File: src/hdl/hb_fault_map.svh
/*
 * Bit positions, reset values and timing counts of the half-bridge
 * fault control block.
 * Assumes a 40 MHz core clock; included by bare name from hdl/.
 */
`ifndef HB_FAULT_MAP_SVH
`define HB_FAULT_MAP_SVH

// =====================================================================
// Frame layout
`define FRAME_BITS 16
`define BIT_OV_POLICY 15
`define BIT_UL_POLICY 14
`define BIT_OC_POLICY 13
`define BIT_STATUS_RESET 0
`define CHANNELS 12
`define SENSORS 6

// =====================================================================
// Reset values
`define CTRL_RST 16'h0000
`define PINS_RST 44'h00000000004
`define BITCNT_RST 5'h00

// =====================================================================
// Timing
`define CLK_PERIOD_NS 25
`define UL_DELAY_NS 100000
`define UL_DELAY_CYC \
    ((`UL_DELAY_NS + `CLK_PERIOD_NS - 1) / `CLK_PERIOD_NS)

`endif

File: src/hdl/hb_fault_pkg.sv
/*
 * Types of the half-bridge fault control block.
 * Assumes hb_fault_map.svh is on the include path.
 */
`include "hb_fault_map.svh"

package hb_fault_pkg;

    // =================================================================
    // Programming frame as committed
    typedef struct packed {
        logic ov_policy;
        logic ul_policy;
        logic oc_policy;
        logic [`CHANNELS-1:0] enables;
        logic status_reset_bit;
    } ctrl_t;

    // Status frame as shifted out
    typedef struct packed {
        logic supply_fail_flag;
        logic underload_flag;
        logic overload_flag;
        logic [`CHANNELS-1:0] outputs;
        logic thermal_warning_flag;
    } stat_t;

    // Pins from outside the clock domain
    typedef struct packed {
        logic supply_a_ov;
        logic supply_b_ov;
        logic driver_uv;
        logic logic_supply_ok;
        logic awake;
        logic [`CHANNELS-1:0] overcurrent;
        logic [`CHANNELS-1:0] underload;
        logic [`SENSORS-1:0] warn;
        logic [`SENSORS-1:0] over_temp;
        logic chip_select_n;
        logic sclk;
        logic sdi;
    } pins_t;

    // Serial frame states
    typedef enum logic [1:0] {
        ST_IDLE = 2'h1,
        ST_FRAME = 2'h2
    } frame_state_t;

endpackage

File: src/hdl/half_bridge_fault_control.sv
/*
 * Control and protection logic of a serially commanded twelve-channel half-bridge
 * driver: serial frame port, output enables, fault flags, shutdowns.
 * Assumes all status pins and the serial port are asynchronous to
 * clk_in and that the serial clock is far slower than clk_in.
 */
// Overview of operation
// - Sleep clears every programmed bit; host rewrites after waking.
// - All outputs start off after power-up until commanded on.
// - Logic supply power-up resets control logic, drivers disabled.
// - Frames are accepted only while logic supply is above lockout.
// - Output stays on until undervoltage, command off or fault.
// - Driver supply changes never clear programmed state.
// - Overcurrent policy 1: offending output latches off until reset.
// - Any overcurrent sets overload flag, held until status reset.
// - No output turns on while over thermal shutdown level.
// - Enabled output underloaded past delay sets underload flag.
// - Underload policy 1 latches offending output off until reset.
// - Overvoltage on either driver supply sets supply-fail flag.
// - Overvoltage policy 1 turns outputs off, resumes on recovery.
// - Overvoltage policy 0 only sets the flag.
// - Thermal warning sets warning flag, outputs stay on.
// - Any of six sensors over temperature switches all off.
// - Thermal shutdown keeps programmed selection, resumes on cooling.
// - Warning flag stays latched until a status reset frame.
// - Chip select falling presents warning flag on serial out.
// - 16-bit frame, LSB first, committed on chip select rise.
// - Output frame: flags 15..13, outputs 12..1, warning 0.
`include "hb_fault_map.svh"

module half_bridge_fault_control (
    input wire logic clk_in,
    input wire logic arst_n_in,
    input wire logic clk_en_in,
    input wire logic awake_in,
    input wire logic logic_supply_ok_in,
    input wire logic driver_supply_uv_in,
    input wire logic driver_supply_a_ov_in,
    input wire logic driver_supply_b_ov_in,
    input wire logic [`CHANNELS-1:0] overcurrent_in,
    input wire logic [`CHANNELS-1:0] underload_in,
    input wire logic [`SENSORS-1:0] thermal_warn_in,
    input wire logic [`SENSORS-1:0] over_temp_in,
    input wire logic chip_select_n_in,
    input wire logic sclk_in,
    input wire logic sdi_in,
    output logic sdo_out,
    output logic sdo_oe_out,
    output logic [`CHANNELS-1:0] output_driver_n_out
);

    // =================================================================
    // Reset release
    logic [1:0] rst_sync_q;
    logic rst_n;

    always_ff @(posedge clk_in or negedge arst_n_in) begin
        if (!arst_n_in) begin
            rst_sync_q <= 2'h0;
        end else begin
            rst_sync_q <= {rst_sync_q[0], 1'h1};
        end
    end
    assign rst_n = rst_sync_q[1];

    // =================================================================
    // Pin synchronisers: three stages, change taken when 2 and 3 agree
    hb_fault_pkg::pins_t pins_raw, s1_q, s2_q, s3_q, pin_q;

    assign pins_raw = {driver_supply_a_ov_in, driver_supply_b_ov_in,
        driver_supply_uv_in, logic_supply_ok_in, awake_in,
        overcurrent_in, underload_in, thermal_warn_in, over_temp_in,
        chip_select_n_in, sclk_in, sdi_in};

    always_ff @(posedge clk_in or negedge arst_n_in) begin
        if (!arst_n_in) begin
            s1_q <= hb_fault_pkg::pins_t'(`PINS_RST);
            s2_q <= hb_fault_pkg::pins_t'(`PINS_RST);
            s3_q <= hb_fault_pkg::pins_t'(`PINS_RST);
            pin_q <= hb_fault_pkg::pins_t'(`PINS_RST);
        end else if (clk_en_in) begin
            s1_q <= pins_raw;
            s2_q <= s1_q;
            s3_q <= s2_q;
            pin_q <= hb_fault_pkg::pins_t'((s2_q & s3_q)
                | (pin_q & (s2_q | s3_q)));
        end
    end

    // =================================================================
    // Derived conditions
    logic soft_clr, ov_now, ot_any, cs_fall, cs_rise, sclk_rise, sclk_fall;
    logic sclk_prev_q, cs_prev_q;

    // Sleep or logic supply loss wipes selection, flags, latch-offs, timers and outputs
    assign soft_clr = !pin_q.awake || !pin_q.logic_supply_ok;
    assign ov_now = pin_q.supply_a_ov || pin_q.supply_b_ov;
    assign ot_any = |pin_q.over_temp;
    assign cs_fall = cs_prev_q && !pin_q.chip_select_n;
    assign cs_rise = !cs_prev_q && pin_q.chip_select_n;
    assign sclk_rise = !sclk_prev_q && pin_q.sclk;
    assign sclk_fall = sclk_prev_q && !pin_q.sclk;

    // Edge history of the filtered serial pins
    always_ff @(posedge clk_in or negedge rst_n) begin
        if (!rst_n) begin
            sclk_prev_q <= 1'h0;
            cs_prev_q <= 1'h1;
        end else if (clk_en_in) begin
            sclk_prev_q <= pin_q.sclk;
            cs_prev_q <= pin_q.chip_select_n;
        end
    end

    // =================================================================
    // Serial frame port
    hb_fault_pkg::frame_state_t state_q;
    logic [`FRAME_BITS-1:0] in_sr_q, out_sr_q;
    logic [4:0] bit_cnt_q;
    logic commit;
    hb_fault_pkg::stat_t status;

    // Frame counts only when exactly 16 bits came in
    assign commit = (state_q == hb_fault_pkg::ST_FRAME) && cs_rise
        && (bit_cnt_q == 5'(`FRAME_BITS)) && !soft_clr;

    // Frame state
    always_ff @(posedge clk_in or negedge rst_n) begin
        if (!rst_n) begin
            state_q <= hb_fault_pkg::ST_IDLE;
        end else if (clk_en_in) begin
            case (state_q)
                hb_fault_pkg::ST_IDLE: begin
                    if (cs_fall) begin
                        state_q <= hb_fault_pkg::ST_FRAME;
                    end
                end
                hb_fault_pkg::ST_FRAME: begin
                    if (cs_rise) begin
                        state_q <= hb_fault_pkg::ST_IDLE;
                    end
                end
                default: state_q <= hb_fault_pkg::ST_IDLE;
            endcase
        end
    end

    // Input shifter: sampled on rising serial clock, LSB first
    always_ff @(posedge clk_in or negedge rst_n) begin
        if (!rst_n) begin
            in_sr_q <= `CTRL_RST;
            bit_cnt_q <= `BITCNT_RST;
        end else if (clk_en_in) begin
            if (cs_fall) begin
                bit_cnt_q <= `BITCNT_RST;
            end else if (state_q == hb_fault_pkg::ST_FRAME && sclk_rise) begin
                in_sr_q <= {pin_q.sdi, in_sr_q[`FRAME_BITS-1:1]};
                if (bit_cnt_q != 5'h1F) begin
                    bit_cnt_q <= bit_cnt_q + 5'h01;
                end
            end
        end
    end

    // Output shifter: loaded at select, advanced on falling serial clock
    always_ff @(posedge clk_in or negedge rst_n) begin
        if (!rst_n) begin
            out_sr_q <= `CTRL_RST;
            sdo_out <= 1'h0;
            sdo_oe_out <= 1'h0;
        end else if (clk_en_in) begin
            sdo_oe_out <= !pin_q.chip_select_n;
            if (cs_fall) begin
                out_sr_q <= status;
                sdo_out <= status.thermal_warning_flag;
            end else if (state_q == hb_fault_pkg::ST_FRAME && sclk_fall) begin
                out_sr_q <= {1'h0, out_sr_q[`FRAME_BITS-1:1]};
                sdo_out <= out_sr_q[1];
            end
        end
    end

    // =================================================================
    // Control register and fault flags
    hb_fault_pkg::ctrl_t ctrl_q;
    logic psf_q, ul_flag_q, ol_flag_q, warn_q;
    logic [`CHANNELS-1:0] latch_off_q, ul_event, oc_hit;
    logic flag_clr;

    assign flag_clr = commit && in_sr_q[`BIT_STATUS_RESET];
    assign oc_hit = pin_q.overcurrent & output_driver_n_out;

    // Committed frame; driver supply changes never touch it
    always_ff @(posedge clk_in or negedge rst_n) begin
        if (!rst_n) begin
            ctrl_q <= hb_fault_pkg::ctrl_t'(`CTRL_RST);
        end else if (clk_en_in) begin
            if (soft_clr) begin
                ctrl_q <= hb_fault_pkg::ctrl_t'(`CTRL_RST);
            end else if (commit) begin
                ctrl_q <= hb_fault_pkg::ctrl_t'(in_sr_q);
            end
        end
    end

    // Sticky flags: a new event wins over a status reset
    always_ff @(posedge clk_in or negedge rst_n) begin
        if (!rst_n) begin
            psf_q <= 1'h0;
            ul_flag_q <= 1'h0;
            ol_flag_q <= 1'h0;
            warn_q <= 1'h0;
        end else if (clk_en_in) begin
            if (soft_clr) begin
                psf_q <= 1'h0;
                ul_flag_q <= 1'h0;
                ol_flag_q <= 1'h0;
                warn_q <= 1'h0;
            end else begin
                psf_q <= (psf_q && !flag_clr) || ov_now
                    || pin_q.driver_uv;
                ul_flag_q <= (ul_flag_q && !flag_clr) || |ul_event;
                ol_flag_q <= (ol_flag_q && !flag_clr)
                    || |pin_q.overcurrent;
                warn_q <= (warn_q && !flag_clr) || |pin_q.warn;
            end
        end
    end

    // Latch-off per channel, released by status reset
    always_ff @(posedge clk_in or negedge rst_n) begin
        if (!rst_n) begin
            latch_off_q <= '0;
        end else if (clk_en_in) begin
            if (soft_clr) begin
                latch_off_q <= '0;
            end else begin
                latch_off_q <= (latch_off_q & {`CHANNELS{!flag_clr}})
                    | (oc_hit & {`CHANNELS{ctrl_q.oc_policy}})
                    | (ul_event & {`CHANNELS{ctrl_q.ul_policy}});
            end
        end
    end

    // =================================================================
    // Underload delay timers, one per channel
    for (genvar i = 0; i < `CHANNELS; i++) begin : g_ul
        logic [11:0] ul_cnt_q;
        logic run;

        assign run = output_driver_n_out[i] && pin_q.underload[i];
        assign ul_event[i] = run && (ul_cnt_q == 12'(`UL_DELAY_CYC));

        always_ff @(posedge clk_in or negedge rst_n) begin
            if (!rst_n) begin
                ul_cnt_q <= 12'h000;
            end else if (clk_en_in) begin
                if (!run || soft_clr) begin
                    ul_cnt_q <= 12'h000;
                end else if (ul_cnt_q != 12'(`UL_DELAY_CYC)) begin
                    ul_cnt_q <= ul_cnt_q + 12'h001;
                end
            end
        end
    end

    // =================================================================
    // Output drivers: enables gated by shutdowns, selection untouched
    always_ff @(posedge clk_in or negedge rst_n) begin
        if (!rst_n) begin
            output_driver_n_out <= '0;
        end else if (clk_en_in) begin
            if (soft_clr || ot_any || pin_q.driver_uv
                || (ov_now && ctrl_q.ov_policy)) begin
                output_driver_n_out <= '0;
            end else begin
                output_driver_n_out <= ctrl_q.enables & ~latch_off_q;
            end
        end
    end

    assign status = {psf_q, ul_flag_q, ol_flag_q, output_driver_n_out,
        warn_q};
endmodule // half_bridge_fault_control

File: config.mk
export PLATFORM = sky130hd
export DESIGN_NAME = half_bridge_fault_control
export DESIGN_NICKNAME = d
export VERILOG_FILES = /design/src/hdl/hb_fault_pkg.sv /design/src/hdl/half_bridge_fault_control.sv
export VERILOG_INCLUDE_DIRS = /design/src /design/src/hdl
export SDC_FILE = /design/constraint.sdc
export NUM_CORES = 1
export LEC_CHECK = 0
export BUFFER_PORTS_ARGS = -buffer_cell sky130_fd_sc_hd__buf_4
export CAP_MARGIN = 20
export CORE_ASPECT_RATIO = 0.8
export CORE_MARGIN = 1.5
export CORE_UTILIZATION = 50
export DETAILED_ROUTE_END_ITERATION = 16
export PLACE_DENSITY = 0.66
export SYNTH_ARGS = -nofsm -noshare
export SYNTH_HDL_FRONTEND = slang
export SYNTH_SLANG_ARGS = --single-unit
File: constraint.sdc
create_clock -name clk_in -period 7.5 [get_ports clk_in]
set_input_delay 1.5 -clock clk_in [delete_from_list [all_inputs] [get_ports clk_in]]
set_output_delay 1.5 -clock clk_in [all_outputs]
set_load 0.01 [all_outputs]
==> metrics, run 1 <==
outcome completed; most frequent cells in the layout dfrtp_1, o21ai_0, nand2_1; syn nets 1826; CP Launch Type primary input; Clock Skew 0.0238 ns; TritonCTS Buffers 41; Clock Path Buffers 3; leading area contributor after synthesis dfrtp_1; vias per inst 5.73; Core ar. 36200 sq um; Final nets 1876; Mapped Area 18500 sq um; crit path DAT 4.21 ns; largest net degree at the start of global routing 113; CP Max Fanout 91; Yosys reg bits 407; Static Leakage 8.95 nW; Mean Syn Cell Area 10.6 sq um; simple-gate portion of the synthesized area 15.4%; Crit. path cell count 7; # fillers 3071; peak per-stage delay on the critical path 0.80 ns; Syn. warnings 0; hold path depth 0; grt total ovfl 0; Post-CTS Resized 0; Most common cell on crit path buf_4; DP Cell Count 2236; combinational family with the most area after synthesis simple AND/OR/NAND/NOR gates; initial DRC count 983; relative slew slack 28.9%; Gate Count Post-Synth 1752; Cell Rows 62; Starting Density 51.1%; Buf+Inv Stages, Crit Path 3; slowest CP cell buf_4; IO Port Bufs 60; Power Dens Cells 255 nW/um^2; WS Path Type primary input to flop; final WL 40200 um; initial antenna violation count 0; worst skew pair latency 0.56 ns; largest cells by area after synthesis dfrtp_1, mux2_2, o21ai_0; R2R cell count 5; Critical Path RT 7.98 ns; Sum Neg Setup Slack 0 ns; first-pass GRT wire length 67800 um; Area Growth Syn to Fin 12.0%; Async S/R FF share, synth 100%; global placement routability congestion 0.825; Post-synth EDFFs 0; Synth Area in XOR/XNOR 3.69%; Die H 175 um; Hold Vio Cnt, Final 0; Compound-Gate Fraction of Synth Area 13.3%; vias in the first global route 12893; DIE AREA 38200 sq um; power consumption 5.28 mW; VDD IR max 0.198 mV; wire per inst 17.4 um; I/O pin count 61; Final Max Tran Viols 0; Die W 218 um; fin cells 2313; routed vias 13250; H-tree depth 2; Final Setup Violations 0; Period minus WS final 3.73 ns; cell breakdown of the critical path buf_8, buf_4, buf_4, and3_1, nand3_1, or3_1, a21oi_1; final cycle utilization of the critical path 49.7%; sequential share of the synthesized area 55.0%; router iterations before antenna repair 5; worst-margin pin slew 1.05 ns; post-synth cell types 74; mux share of post-synthesis cell area 7.42%; Hold-fix buffers, CTS 0; Max-Cap Viols 0; crit path capture type flop; Setup Fix Bufs, Post-CTS 0; share of cells above drive strength 1 14.3%; CTS tree yes; adder-cell share of the synthesized area 1.82%; Sinks on Clock Net 407; critical path's top delay family buffers and inverters; DRC viols 0; Fmax achieved 0.268 GHz; Clock transition at path regs 0.06 ns; commonest non-fill, non-tap cell in the layout dfrtp_1; root buffer cell clkbuf_16; antenna-violating nets left 0; ant diodes 0; HPWL after detailed placement 26600 um; Global Route Usage Sum 21.8%; Yosys top cell area share 54.2%; Hold WC Path Type flop to flop; Synth Flop Type dfrtp_1; RSZ-0062 raised after global routing no; Core Util, Final 57.2%
-- final cells by class --
class                      instances  area [sq um]  share of cell area (%)
inverter                          82           309                    1.49
tap                              480           601                    2.90
clock buffer                      56          1180                    5.71
sequential                       407         10200                    49.2
timing repair buffer              74           577                    2.78
clock inverter                    18           150                   0.724
multi-input combinational       1196          7720                    37.2
-- synth_stat cells, drive strengths merged (26+ instances only) --
| library cell | instances |
|---|---|
| a21oi | 72 |
| and3 | 28 |
| buf | 38 |
| clkbuf | 29 |
| dfrtp | 401 |
| ha | 27 |
| inv | 82 |
| mux2 | 107 |
| nand2 | 166 |
| nand3 | 67 |
| nand4 | 42 |
| nor2 | 127 |
| o21ai | 215 |
| xnor2 | 26 |
| xor2 | 52 |
-- path summary, 6_finish.rpt --
check                                      endpoint  slack, ns           from
worst max-delay path            g_ul[0].ul_cnt_q[9]       3.77      clk_en_in
worst min-delay path                  rst_sync_q[1]       0.36  rst_sync_q[0]
worst max register to register  g_ul[8].ul_cnt_q[3]       4.86      pin_q[40]
worst min register to register        rst_sync_q[1]       0.36  rst_sync_q[0]
max in group asynchronous                 pin_q[38]       5.01      arst_n_in
min in group asynchronous       g_ul[1].ul_cnt_q[5]       0.47  rst_sync_q[1]
-- stage by stage --
stage | area, sq um | hold WS (ns) | worst slack (ns)
final | 20700 | 0.357 | 3.77
after floorplan | 18500 | 0.331 | 0.589
after detailed placement | 19400 | 0.342 | 3.20
after CTS | 20700 | 0.356 | 3.78
after global routing | 20700 | 0.368 | 3.55
after global placement | 19400 | 0.334 | 3.20
-- logic make-up (layout without fill, tap and decap cells) --
family                   Yosys count  count (layout)
adder cells (fa/ha/maj)           27              27
multiplexers                     124             124
buffers and inverters            149             230
flip-flops                       407             407
XOR/XNOR                          78              78
AND/OR/NAND/NOR                  563             563
other                              1               1
AO/OA/AOI/OAI                    403             403
-- sequential cells by signal, indices dropped and copies added (netlist names), 2 cells and up --
register             flops
s1_q                    44
g_ul.ul_cnt_q          144
in_sr_q                 16
rst_sync_q               2
latch_off_q             12
state_q                  2
pin_q                   44
out_sr_q                16
output_driver_n_out     12
s3_q                    44
s2_q                    44
bit_cnt_q                5
ctrl_q                  15
-- per-layer routing --
layer | wire length [um] | vias to the layer above | global-route usage (%)
met2 | 17700 | 258 | 33.0
met4 | 875 | 0 | 5.92
met3 | 1700 | 66 | 3.22
li1 | - | 6314 | -
met1 | 19900 | 6612 | 32.8
met5 | 0 | - | 0
-- report_power, final --
group	switching [mW]	leakage (nW)	internal, mW
clock	0.880	0.665	1.15
combinational	0.323	3.02	0.230
sequential	0.254	5.26	2.44
No activity file was read; power rests on OpenSTA's default activity.
==> run 2, diff against run 1 <==
- clock period: 7.5 -> 3.45 ns (I/O delays scaled with it)
==> run 2 against run 1 <==
  * Die area did not move
  * Sequential power is 120% higher
  * Final cell count up 0.48%
  * Design area rose by 0.84%
  * Non-clock buffer count rose by 7
  * Combinational power rose by 120%
  * Worst setup slack lost 2.7 ns
  * Register-to-register slack got worse by 3.8 ns
  * Critical path depth is 2 lower
  * Clock power up 130%
  * Clock skew is 0.00058 ns lower
  * Critical endpoint is now g_ul[8].ul_cnt_q[3]
==> metrics, run 2 (same netlist as run 1, synthesis figures left out) <==
outcome completed; Die W 218 um; Hold-fix buffers, CTS 0; Clock Path Buffers 3; commonest non-fill, non-tap cell in the layout dfrtp_1; CP Max Fanout 10; Max-Cap Viols 0; I/O pin count 61; Sinks on Clock Net 407; Hold WC Path Type primary input to asynchronous set/reset pin; initial DRC count 1197; grt total ovfl 0; DIE AREA 38200 sq um; Cell Rows 62; crit path capture type flop; Area Growth Syn to Fin 12.9%; worst skew pair latency 0.56 ns; Largest register FFs 144; Global Route Usage Sum 22.2%; final cycle utilization of the critical path 68.4%; wire per inst 17.5 um; share of cells above drive strength 1 14.8%; Hold Vio Cnt, Final 0; Most flops, register g_ul.ul_cnt_q; Fmax achieved 0.424 GHz; Worst Setup Slack, final 1.09 ns; Clock transition at path regs 0.07 ns; final WL 40600 um; relative slew slack 31.9%; crit path DAT 2.82 ns; Final Max Tran Viols 0; vias per inst 5.71; global placement routability congestion 0.819; Final Setup Violations 0; slowest CP cell and2_1; Final nets 1884; HPWL after detailed placement 27100 um; VDD IR max 0.438 mV; TritonCTS Buffers 42; RSZ-0062 raised after global routing no; Sum Neg Setup Slack 0 ns; most frequent cells in the layout dfrtp_1, o21ai_0, nand2_1; vias in the first global route 12751; antenna-violating nets left 0; CTS tree yes; first-pass GRT wire length 68400 um; root buffer cell clkbuf_16; Critical Path RT 3.91 ns; Setup Fix Bufs, Post-CTS 0; pre-CTS WS 0.958 ns; worst-margin pin slew 1.02 ns; H-tree depth 2; Core ar. 36200 sq um; CP Launch Type flop; peak per-stage delay on the critical path 0.57 ns; cell breakdown of the critical path and2_1, nand3_1, o21ai_1, o21ai_0, o31ai_1; Starting Density 51.1%; Min Hold Slack 0.124 ns; WS Path Type flop to flop; Power Dens Cells 558 nW/um^2; Clock Skew 0.0232 ns; Post-CTS Resized 0; Die H 175 um; IO Port Bufs 60; routed vias 13265; initial antenna violation count 0; ant diodes 0; DRC viols 0; largest net degree at the start of global routing 125; Period minus WS final 2.36 ns; router iterations before antenna repair 7; Static Leakage 9.04 nW
run 2: changes by cell type in the layout (fill, tap and decap cells not counted), sizes merged:
cell	before	now
clkbuf	57	61
buf	73	80
bufinv	1	2
clkinv	14	16
clkinvlp	2	0
inv	83	82
run 2: where the power goes:
| group | internal [mW] | switching [mW] |
|---|---|---|
| clock network | 2.67 | 1.91 |
| logic | 0.507 | 0.702 |
| registers | 5.31 | 0.570 |
| total | 8.48 | 3.18 |
run 2: routing by layer:
metal / vias to the layer above / GRT usage [%] / wire length [um]
li1: 6352 / - / -
met5: - / 0 / 0
met3: 67 / 4.93 / 2780
met2: 320 / 31.9 / 17300
met4: 0 / 6.52 / 980
met1: 6526 / 33.4 / 19500
run 2: through the flow:
step	util [%]	cell area (sq um)	total power, mW	cells
6_report	57.7	20900	11.7	2324
4_1_cts	57.7	20900	11.8	2322
2_1_floorplan	-	18500	6.57	1752
3_5_place_dp	53.8	19500	7.15	2244
5_1_grt	57.7	20900	12.2	2324
3_3_place_gp	53.8	19500	7.07	2244
run 2: layout make-up:
cell class,instances,area [sq um]
clock buffers,60,1240
repair buffers,81,672
inverters,82,309
clock inverters,18,174
flip-flops and latches,407,10200
well taps,480,601
multi-input cells,1196,7720
fillers,2998,15300
run 2: final timing paths:
path	startpoint	to	slack (ns)	cells past startpoint
min in group clk_in	rst_sync_q[0]	rst_sync_q[1]	0.35	0
max in group asynchronous	rst_sync_q[1]	g_ul[3].ul_cnt_q[9]	2.26	1
min reg2reg	rst_sync_q[1]	ctrl_q[2]	0.24	0
max reg2reg	pin_q[40]	g_ul[8].ul_cnt_q[3]	1.09	5
max	pin_q[40]	g_ul[8].ul_cnt_q[3]	1.09	5
min	arst_n_in	s1_q[9]	0.12	1
run 2: worst max-delay path: cells and delay by family (launching register included):
family	cells	cell delay, ns
AO/OA/AOI/OAI	3	0.83
AND/OR/NAND/NOR	2	1.03
flip-flops	1	0.41
==> run 3, diff against run 2 <==
- PLACE_DENSITY: 0.66 -> 0.69
- clock period: 3.45 -> 1.97 ns (I/O delays scaled with it)
==> run 3 against run 2 <==
  * Combinational power rose by 95%
  * Critical endpoint is now g_ul[2].ul_cnt_q[11]
  * Critical path type unchanged
  * Largest cell class unchanged
  * Clock power rose by 67%
  * Sequential cell count did not move
==> metrics, run 3 (same netlist as run 1, synthesis figures left out) <==
outcome completed; vias in the first global route 13421; initial DRC count 1021; Final Max Tran Viols 0; Sum Neg Setup Slack 0 ns; Largest register FFs 144; root buffer cell clkbuf_16; vias per inst 5.77; Static Leakage 9.27 nW; Min Hold Slack 0.0758 ns; CTS tree yes; global placement routability congestion 0.860; initial antenna violation count 1; routed vias 13660; Placed Area 19900 sq um; final WL 41000 um; Clock transition at path regs 0.06 ns; worst skew pair latency 0.55 ns; final instance area 21300 sq um; VDD IR max 0.658 mV; Power Dens Cells 953 nW/um^2; Global Route Usage Sum 22.2%; ant diodes 0; IO Port Bufs 60; DIE AREA 38200 sq um; fin cells 2366; register area 10200 sq um; share of cells above drive strength 1 16.7%; Critical Path RT 2.37 ns; antenna-violating nets left 0; largest net degree at the start of global routing 93; first-pass GRT wire length 69400 um; Sinks on Clock Net 407; CP Launch Type flop; most frequent cells in the layout dfrtp_1, o21ai_0, nand2_1; cell breakdown of the critical path inv_1, ha_1, nor4b_4, a41o_1, nor4_1, xnor2_1, nor2_1; I/O pin count 61; Area Growth Syn to Fin 15.1%; worst-margin pin slew 0.758 ns; Core Util, Final 58.8%; Final nets 1929; Multi-input gate area 7770 sq um; HPWL after detailed placement 27900 um; # fillers 2986; crit path capture type flop; Max-Cap Viols 0; pre-CTS WS 0.0783 ns; WS Path Type flop to flop; grt total ovfl 0; CP Max Fanout 5; Hold WC Path Type primary input to flop; Die H 175 um; DP Cell Count 2289; Die W 218 um; final cycle utilization of the critical path 93.8%; Cell Rows 62; relative slew slack 49.3%; Final Setup Violations 0; Period minus WS final 1.85 ns; Fmax achieved 0.541 GHz; Worst Setup Slack, final 0.122 ns; commonest non-fill, non-tap cell in the layout dfrtp_1; peak per-stage delay on the critical path 0.40 ns; Starting Density 51.1%; power consumption 20.3 mW; Most flops, register g_ul.ul_cnt_q; Clock Skew 0.0127 ns; DRC viols 0; Core ar. 36200 sq um; wire per inst 17.3 um; Clock Path Buffers 3; crit path DAT 2.25 ns; Hold Vio Cnt, Final 0; TritonCTS Buffers 42; slowest CP cell dfrtp_1; H-tree depth 2; router iterations before antenna repair 7
## run 3: routing by layer
layer  track usage [%]  part of all wire, %
met1              33.9                   48
met2              33.3                   45
met3              3.50                  5.4
met4              5.17                  1.7
met5                 0                    0
## run 3: layout make-up
class / count / area share [%]
flip-flops and latches: 407 / 47.8
multi-input cells: 1196 / 36.5
clock buffers: 64 / 5.89
repair buffers: 126 / 5.16
well taps: 480 / 2.82
inverters: 82 / 1.45
clock inverters: 11 / 0.393
## run 3: what timing repair did
item	in CTS	in global routing
setup endpoints to repair	0	17
resized for setup	0	9
buffers inserted	0	1
hold buffers	1	0
endpoints found under the hold margin	45	0
## run 3: power by group
part	internal, mW	switching [mW]
Sequential	9.29	0.996
Clock	4.41	3.25
Combinational	1.03	1.33
## run 3: path summary, 6_finish.rpt
path	start	end	slack, ns	cells past startpoint
worst max register to register	g_ul[2].ul_cnt_q[0]	g_ul[2].ul_cnt_q[11]	0.12	7
worst min register to register	rst_sync_q[1]	g_ul[6].ul_cnt_q[3]	0.17	0
max in group asynchronous	arst_n_in	s3_q[2]	0.99	3
worst max-delay path	g_ul[2].ul_cnt_q[0]	g_ul[2].ul_cnt_q[11]	0.12	7
worst min-delay path	underload_in[7]	s1_q[22]	0.08	2
min in group asynchronous	rst_sync_q[1]	g_ul[6].ul_cnt_q[3]	0.17	0
## run 3: worst max-delay path, delay by kind of cell, from the launching register on
family / cells / cell delay [ns]
simple gates: 3 / 0.50
buf+inv: 1 / 0.11
compound gates: 1 / 0.32
fa+ha+maj: 1 / 0.21
flops: 1 / 0.40
xor+xnor: 1 / 0.16
